## config.mk

```make
export PLATFORM = sky130hd
export DESIGN_NAME = nbs_setup
export DESIGN_NICKNAME = d
export VERILOG_FILES = /design/src/nbs_pkg.sv /design/src/nbs_setup.sv /design/src/nbs_base_mask.sv
export VERILOG_INCLUDE_DIRS = /design/src /design/src/src
export SDC_FILE = /design/constraint.sdc
export NUM_CORES = 1
export LEC_CHECK = 0
export ABC_AREA = 1
export BUFFER_PORTS_ARGS = -buffer_cell sky130_fd_sc_hd__buf_2
export CORE_MARGIN = 4
export CORE_UTILIZATION = 35
export DETAILED_ROUTE_END_ITERATION = 10
export GPL_TIMING_DRIVEN = 0
export PLACE_DENSITY = 0.63
export SLEW_MARGIN = 10
export SYNTH_ARGS = -nofsm -noshare
export SYNTH_HDL_FRONTEND = slang
export SYNTH_SLANG_ARGS = --single-unit
```

## constraint.sdc

```tcl
create_clock -name ref_clk -period 1.9 [get_ports ref_clk]
set_input_delay 0.19 -clock ref_clk [delete_from_list [all_inputs] [get_ports ref_clk]]
set_output_delay 0.19 -clock ref_clk [all_outputs]
set_load 0.05 [all_outputs]
```

## src/nbs_map.svh

```systemverilog
// Register map, field positions and reset values for the BAR setup block
`ifndef NBS_MAP_SVH
`define NBS_MAP_SVH
`define NBS_OFF_SETUP_LOW 12'h07c
`define NBS_OFF_SETUP_HIGH 12'h084
`define NBS_OFF_TBASE_HIGH 12'h088
`define NBS_OFF_BASE_LOW 12'h090
`define NBS_OFF_BASE_HIGH 12'h094
`define NBS_OFF_STATUS 12'h098
`define NBS_SPACE_BIT 0
`define NBS_TYPE_LSB 1
`define NBS_TYPE_MSB 2
`define NBS_PREF_BIT 3
`define NBS_SIZE_LSB 4
`define NBS_SIZE_MSB 9
`define NBS_EN_BIT 31
`define NBS_SIZE_RST 6'h01
`define NBS_SIZE_MIN 7'h04
`define NBS_SIZE_32 7'h20
`define NBS_TYPE_ADDR32 2'h0
`define NBS_TYPE_ADDR64 2'h2
`define NBS_SPACE_MEM 1'h0
`define NBS_SPACE_IO 1'h1
`define NBS_BASE_SHIFT 4
`endif

```

## src/nbs_pkg.sv

```systemverilog
// Types shared by the BAR setup block
package nbs_pkg;
    typedef logic [11:0] nbs_addr_t;
    typedef logic [31:0] nbs_word_t;
    typedef enum logic [2:0] {
        NBS_RST_NONE = 3'h1,
        NBS_RST_HOT = 3'h2,
        NBS_RST_FULL = 3'h4
    } nbs_rst_kind_t;
endpackage

```

## src/nbs_setup.sv

```systemverilog
// BAR pair setup, base masking and upper translated base register
`timescale 1ns/1ps
`include "nbs_map.svh"
// Contract
// - Six-bit size, reset 1, space is two to size bytes, zero leaves every base bit writable in 64-bit mode.
// - Base field bit zero stands for address bit four.
// - Size zero makes every base bit writable in 64-bit mode, only the low 28 otherwise.
// - Nonzero size: bits at or above size writable, lower ones read zero.
// - Nonzero size below four makes whole base field read-only zero.
// - I/O or 32-bit memory clips size above 32; only type enables 64-bit.
// - Enable bit 31, reset zero; clear makes BAR disabled, reading zero.
// - Enable survives hot resets; fundamental reset clears it.
// - 64-bit memory mode uses upper translated base as high 32 bits.
// - 64-bit memory mode makes all 32 upper translated bits read-write.
// - Space select zero is memory, one is I/O.
// - 64-bit memory mode makes upper setup register read-only zero.
module nbs_setup
    import nbs_pkg::*;
(
    // Clock and resets
    input wire logic ref_clk,
    input wire logic reset,
    input wire logic hot_reset,
    // Register port
    input wire nbs_pkg::nbs_addr_t reg_addr,
    input wire nbs_pkg::nbs_word_t reg_wdata,
    input wire logic reg_wr,
    input wire logic reg_rd,
    output nbs_pkg::nbs_word_t reg_rdata,
    // Decode outputs
    output logic bar_enabled,
    output logic bar_is_io,
    output logic bar_wide,
    output logic [63:0] bar_base_addr,
    output logic [63:0] translated_base_addr
);
    import nbs_pkg::*;

    // Low setup register fields
    logic low_space;
    logic [1:0] low_type;
    logic low_pref;
    logic [5:0] low_size;
    logic low_en;
    // High setup register fields
    logic high_space;
    logic [1:0] high_type;
    logic high_pref;
    logic [5:0] high_size;
    logic high_en;
    // Base and translated base storage
    logic [59:0] base_field;
    logic [27:0] tbase_low;
    logic [31:0] tbase_high;

    nbs_rst_kind_t rst_kind;
    logic [59:0] mask;
    logic wide_mode;
    logic [59:0] base_visible;
    logic [59:0] next_base;
    logic [59:0] wr_sel;
    logic [59:0] wr_val;
    logic hit_setup_low, hit_setup_high, hit_tbase_high, hit_base_low, hit_base_high, hit_status;
    nbs_word_t setup_low_word, setup_high_word, tbase_high_word, base_low_word, base_high_word;
    nbs_word_t status_word, next_rdata;

    function automatic nbs_word_t pack_setup(input logic en, input logic [5:0] size, input logic pref,
                                             input logic [1:0] typ, input logic space);
        pack_setup = '0;
        pack_setup[`NBS_EN_BIT] = en;
        pack_setup[`NBS_SIZE_MSB:`NBS_SIZE_LSB] = size;
        pack_setup[`NBS_PREF_BIT] = pref;
        pack_setup[`NBS_TYPE_MSB:`NBS_TYPE_LSB] = typ;
        pack_setup[`NBS_SPACE_BIT] = space;
    endfunction

    // Reset kind: hot keeps the sticky state, fundamental clears it
    assign rst_kind = reset ? NBS_RST_FULL : (hot_reset ? NBS_RST_HOT : NBS_RST_NONE);

    assign wide_mode = (low_space == `NBS_SPACE_MEM) && (low_type == `NBS_TYPE_ADDR64);

    nbs_base_mask u_mask (
        .size(low_size),
        .wide_decode(wide_mode),
        .mask(mask)
    );

    assign base_visible = base_field & mask;

    assign hit_setup_low = (reg_addr == `NBS_OFF_SETUP_LOW);
    assign hit_setup_high = (reg_addr == `NBS_OFF_SETUP_HIGH);
    assign hit_tbase_high = (reg_addr == `NBS_OFF_TBASE_HIGH);
    assign hit_base_low = (reg_addr == `NBS_OFF_BASE_LOW);
    assign hit_base_high = (reg_addr == `NBS_OFF_BASE_HIGH);
    assign hit_status = (reg_addr == `NBS_OFF_STATUS);

    // Each half takes only its own writable bits; the other half is left alone
    assign wr_sel = (reg_wr && hit_base_low) ? {32'h0, 28'hfff_ffff} :
                    (reg_wr && hit_base_high && wide_mode) ? {32'hffff_ffff, 28'h0} : 60'h0;
    assign wr_val = hit_base_high ? {reg_wdata, 28'h0} : {32'h0, reg_wdata[31:4]};
    assign next_base = (base_field & ~(wr_sel & mask)) | (wr_val & wr_sel & mask);

    assign setup_low_word = pack_setup(low_en, low_size, low_pref, low_type, low_space);
    assign setup_high_word = wide_mode ? 32'h0 :
        pack_setup(high_en, high_size, high_pref, high_type, high_space);
    assign tbase_high_word = wide_mode ? tbase_high : {tbase_high[31:4], 4'h0};
    assign base_low_word = low_en ? {base_visible[27:0], 3'h0, low_space} : 32'h0;
    assign base_high_word = (low_en && wide_mode) ? base_visible[59:28] : 32'h0;
    assign status_word = {29'h0, wide_mode, low_space, low_en};

    assign next_rdata = hit_setup_low ? setup_low_word :
                        hit_setup_high ? setup_high_word :
                        hit_tbase_high ? tbase_high_word :
                        hit_base_low ? base_low_word :
                        hit_base_high ? base_high_word :
                        hit_status ? status_word : 32'h0;

    // Low setup: size reset always, sticky fields only on power-up
    always_ff @(posedge ref_clk) begin
        if (rst_kind != NBS_RST_NONE) begin
            low_size <= `NBS_SIZE_RST;
        end else if (reg_wr && hit_setup_low) begin
            low_size <= reg_wdata[`NBS_SIZE_MSB:`NBS_SIZE_LSB];
        end
    end

    // Enable, space, type, pref survive hot resets; only basic init clears them
    always_ff @(posedge ref_clk) begin
        if (reset) begin
            low_en <= 1'b0;
            low_space <= `NBS_SPACE_MEM;
            low_type <= `NBS_TYPE_ADDR32;
            low_pref <= 1'b0;
        end else if (reg_wr && hit_setup_low && rst_kind == NBS_RST_NONE) begin
            low_en <= reg_wdata[`NBS_EN_BIT];
            low_space <= reg_wdata[`NBS_SPACE_BIT];
            low_type <= reg_wdata[`NBS_SPACE_BIT] ? `NBS_TYPE_ADDR32 : reg_wdata[`NBS_TYPE_MSB:`NBS_TYPE_LSB];
            low_pref <= reg_wdata[`NBS_PREF_BIT];
        end
    end

    always_ff @(posedge ref_clk) begin
        if (rst_kind != NBS_RST_NONE) begin
            high_size <= `NBS_SIZE_RST;
        end else if (reg_wr && hit_setup_high && !wide_mode) begin
            high_size <= reg_wdata[`NBS_SIZE_MSB:`NBS_SIZE_LSB];
        end
    end

    always_ff @(posedge ref_clk) begin
        if (reset) begin
            high_en <= 1'b0;
            high_space <= `NBS_SPACE_MEM;
            high_type <= `NBS_TYPE_ADDR32;
            high_pref <= 1'b0;
        end else if (reg_wr && hit_setup_high && !wide_mode && rst_kind == NBS_RST_NONE) begin
            high_en <= reg_wdata[`NBS_EN_BIT];
            high_space <= reg_wdata[`NBS_SPACE_BIT];
            high_type <= reg_wdata[`NBS_SPACE_BIT] ? `NBS_TYPE_ADDR32 : reg_wdata[`NBS_TYPE_MSB:`NBS_TYPE_LSB];
            high_pref <= reg_wdata[`NBS_PREF_BIT];
        end
    end

    always_ff @(posedge ref_clk) begin
        if (reset) begin
            tbase_high <= 32'h0;
        end else if (reg_wr && hit_tbase_high && rst_kind == NBS_RST_NONE) begin
            tbase_high[31:4] <= reg_wdata[31:4];
            // Low nibble is reserved outside 64-bit mode
            if (wide_mode) begin
                tbase_high[3:0] <= reg_wdata[3:0];
            end
        end
    end

    always_ff @(posedge ref_clk) begin
        if (rst_kind != NBS_RST_NONE) begin
            base_field <= '0;
        end else begin
            base_field <= next_base;
        end
    end

    // Read data stands one cycle after the strobe
    always_ff @(posedge ref_clk) begin
        if (reset) begin
            reg_rdata <= 32'h0;
        end else if (reg_rd) begin
            reg_rdata <= next_rdata;
        end else begin
            reg_rdata <= 32'h0;
        end
    end

    always_ff @(posedge ref_clk) begin
        if (reset) begin
            bar_enabled <= 1'b0;
            bar_is_io <= 1'b0;
            bar_wide <= 1'b0;
            bar_base_addr <= 64'h0;
            translated_base_addr <= 64'h0;
        end else begin
            bar_enabled <= low_en && (low_size == 6'h00 || low_size >= 6'h04);
            bar_is_io <= low_space;
            bar_wide <= wide_mode;
            bar_base_addr <= {base_visible, 4'h0};
            translated_base_addr <= wide_mode ? {tbase_high, tbase_low, 4'h0} : {32'h0, tbase_low, 4'h0};
        end
    end

    // Low translated base lives in the neighbouring register; zero here
    assign tbase_low = 28'h0;
endmodule

```

## src/nbs_base_mask.sv

```systemverilog
// Writable-bit mask of a 60-bit BAR base field from size and decode mode
`timescale 1ns/1ps
`include "nbs_map.svh"
module nbs_base_mask (
    // Setup fields
    input wire logic [5:0] size,
    input wire logic wide_decode,
    // Mask of writable base bits, bit i is address bit i+4
    output logic [59:0] mask
);
    logic [6:0] eff_size;

    // Narrow decode clips size at 32
    assign eff_size = (!wide_decode && {1'b0, size} > `NBS_SIZE_32) ? `NBS_SIZE_32 : {1'b0, size};

    always_comb begin
        mask = '0;
        for (int i = 0; i < 60; i++) begin
            if (size == 6'h00) begin
                mask[i] = 1'b1;
            end else if (eff_size < `NBS_SIZE_MIN) begin
                mask[i] = 1'b0;
            end else begin
                mask[i] = (7'(i + `NBS_BASE_SHIFT) >= eff_size);
            end
        end
        if (!wide_decode) begin
            mask[59:28] = '0;
        end
    end
endmodule

```

==> out/metrics.cfg <==
[layout]
final_layout_size_suffix_gt1_share_pct=31.9
finish.utilization_pct=49.7
nets=1701
area_growth_syn_to_layout_pct=40.5
final_cells=2053
fin_area_sq_mm=0.0143
fillers=2892

[route]
antenna_left=0
drt-total-wl_mm=43.0
firstDrtPassIters=5
drcViolationCount=0
wl_per_cell_microns=21.0
drt_iter0_drc=1084
drt-vias-per-instance=5.18
vias=10600

[die]
rows=62
pin_count=212
die_w_microns=178
core_area_sq_mm=0.0287
start_util_pct=35.4
fp.dieArea_sq_mm=0.0318
die_h_microns=178

[setup_path]
slowest_delay_ps=430
cp.buffers_inverters=2
worst_setup_path_start_kind=flop
crit_required_ps=2320
r2r_setup_slack_ps=-100
crit_fanout=10
startpoint=low_size[3]$_SDFFE_PN0P_
regToRegStartpoint=low_size[3]$_SDFFE_PN0P_
path_class=flop to flop
rr_worst_depth=8
slowest_stage=o21ai_2
crit_cells=8
crit_path_end=base_field[41]$_SDFF_PN0_
arrival_ps=2410
cp-end-kind=flop
crit_family=compound AO/OA/AOI/OAI gates
r2r-end=base_field[41]$_SDFF_PN0_
cp_cell_sequence=clkbuf_4 -> o21ai_2 -> nor2_4 -> buf_4 -> o21ai_1 -> nand2_1 -> o21ai_0 -> a21oi_1

[yosys]
ys_async_sr_fraction_pct=0
synth-seq-area-share_pct=47.5
syn_area_per_cell_sq_um=7.71
yosysTopAreaCellShare_pct=47.5
synth_edf_count=0
syn_inst=1318
ys_top_cells_by_count=dfxtp_1, nand2_1, nor2_1
yosysWarnings=0
yosysMostFrequentCell=dfxtp_1
yosys.area.top_type=dfxtp_1
synth.area.top_cells=dfxtp_1, a21oi_1, nand2_1, nor2_1, o21ai_0
synthFlopType=dfxtp_1
ys_types=46
syn-cell-area_sq_mm=0.0102
ys_ff_latch=241

[global_routing]
grt_pass1_vias=10100
grt_overflow_total=0
grt_usage_pct=26.0
grt_pass1_wl_mm=62.1
grt_max_degree=15
antenna_found_initial=1

[timing]
rsz0062_at_grt=yes
slew_violations=0
setup_violations=5
tightest_slew_ps=1030
finalCritPeriodShare_pct=105
finalSetupTns_ps=-200
relSlewSlack_pct=31.1
fin_ws_ps=-97.1
layout_min_cycle_time_ps=2000
fin_skew_ps=11.1
fmax_mhz=501
final_hold_viol_count=0

[placement]
dp.cells=1912
dp_slack_ps=-1220
port_buffers=175
dpl_cell_area_sq_mm=0.0116
dp_hpwl_mm=30.6
finalWeightedCongestion=0.977

[cts]
clockBufferDepth=3
cts_num_sinks=241
clk_latency_ps=530
cts_inserted_buffers=27
root_buffer=clkbuf_16
cts.clk_slew.worst_paths_ps=70
h-tree-depth=1
cts_tree=yes

[min_path]
min_path_cells=3
hold_class=input port to flop

[pwr]
powerDensity_mw_per_mm2=759
peakVddDrop_uv=561
p_leak_nw=6.06

[outcome]
status=complete, but fails checks
failed_checks=negative setup slack

[run]
cap_viol_max_count=0

-- layout make-up --
class	instances	area, sq um	share of cell area (%)
antenna	1	2.50	0.0175
buffer	97	647	4.53
clock buffer	34	742	5.20
clock inverter	11	130	0.912
inverter	152	629	4.41
multi-input combinational	862	5040	35.3
sequential	241	4840	33.9
tap	384	480	3.37
timing repair buffer	271	1760	12.3
-- flip-flops by register name, summed over array words and instances, names as in the netlist, 2 cells and up --
register and count:
bar_base_addr 60, base_field 60, reg_rdata 32, tbase_high 32, translated_base_addr 32, high_size 6
low_size 6, high_type 2, low_type 2
-- cells by family (layout without fill, tap and decap cells) --
| group | count (synthesis) | after routing | share of synthesized area (%) |
|---|---|---|---|
| buffers and inverters | 251 | 565 | 11.4 |
| AOI/OAI and AO/OA | 329 | 329 | 18.0 |
| DFF | 241 | 241 | 47.5 |
| other | 1 | 37 | 0.0369 |
| and+or+nand+nor | 496 | 497 | 23.1 |
-- layout by cell type, fill, tap and decap left out, types with 8 or more instances in the layout --
cell type      netlist  routed
buf_2                5     179
nand3_4              2      10
dlygate4sd3_1        0      31
nor3_1              29      23
a21oi_1            143     131
nand2_2              8      15
nor2_4               7      19
dfxtp_1            241     231
o211ai_1             8       8
buf_6                3      19
nand2_4              5       9
nand3_1             63      40
inv_1              135     124
nand2_8              0       8
conb_1               1      36
a21oi_2              1      11
nand2_1            175     156
clkbuf_16            0      27
o21ai_0            108      98
buf_4               47      89
nor2_1             148     132
nand3_2              3      19
inv_2               12      13
o21ai_2              5      12
a311oi_1            16      15
nor2_2               8      12
nand4_1             35      35
clkbuf_1            38      36
o21ai_1             22      18
-- report_power, final --
part           switching, mW  internal, mW
Sequential         0.0000592          5.05
Combinational          0.419         0.171
Clock                   2.15          3.04
Total                   2.57          8.26
-- stage by stage --
stage                     power [mW]  hold slack [ps]
after floorplan                 5.50              274
after global placement          5.68              438
after detailed placement        5.68              442
after CTS                       10.9             4.61
after global routing            11.1             11.3
final                           10.8             25.5
-- what timing repair did --
item / in CTS / in global routing
endpoints found under the setup margin: 160 / 100
pin swaps: 23 / 59
endpoints found under the hold margin: 64 / 0
buffers inserted: 38 / 24
resized for setup: 113 / 142
gates cloned: 2 / 2
hold buffers: 31 / 0
-- tightest hold or removal path: stages --
cell	delay [ps]
buf_2	170
inv_1	80
o21ai_0	80
-- worst min path at each step --
stage                                        start                   endpoint  slack, ps
after floorplan                              reset        bar_wide$_SDFF_PP0_        270
after global placement    base_field[2]$_SDFF_PN0_   base_field[2]$_SDFF_PN0_        440
after detailed placement    high_pref$_SDFFE_PP0P_     high_pref$_SDFFE_PP0P_        440
after CTS                            reg_wdata[11]   base_field[7]$_SDFF_PN0_          5
after global routing                 reg_wdata[11]  base_field[39]$_SDFF_PN0_         10
final                                 reg_wdata[4]   low_size[0]$_SDFFE_PN1P_         30
-- routing by layer --
metal  track usage, %  up-vias  wire [microns]
li1                 -     4980               -
met2             41.6      565           19000
met4             8.12        0            1670
met1             35.8     4975           18600
met5                0        -               0
met3             4.41      124            3760
(Power assumes the default switching activity.)
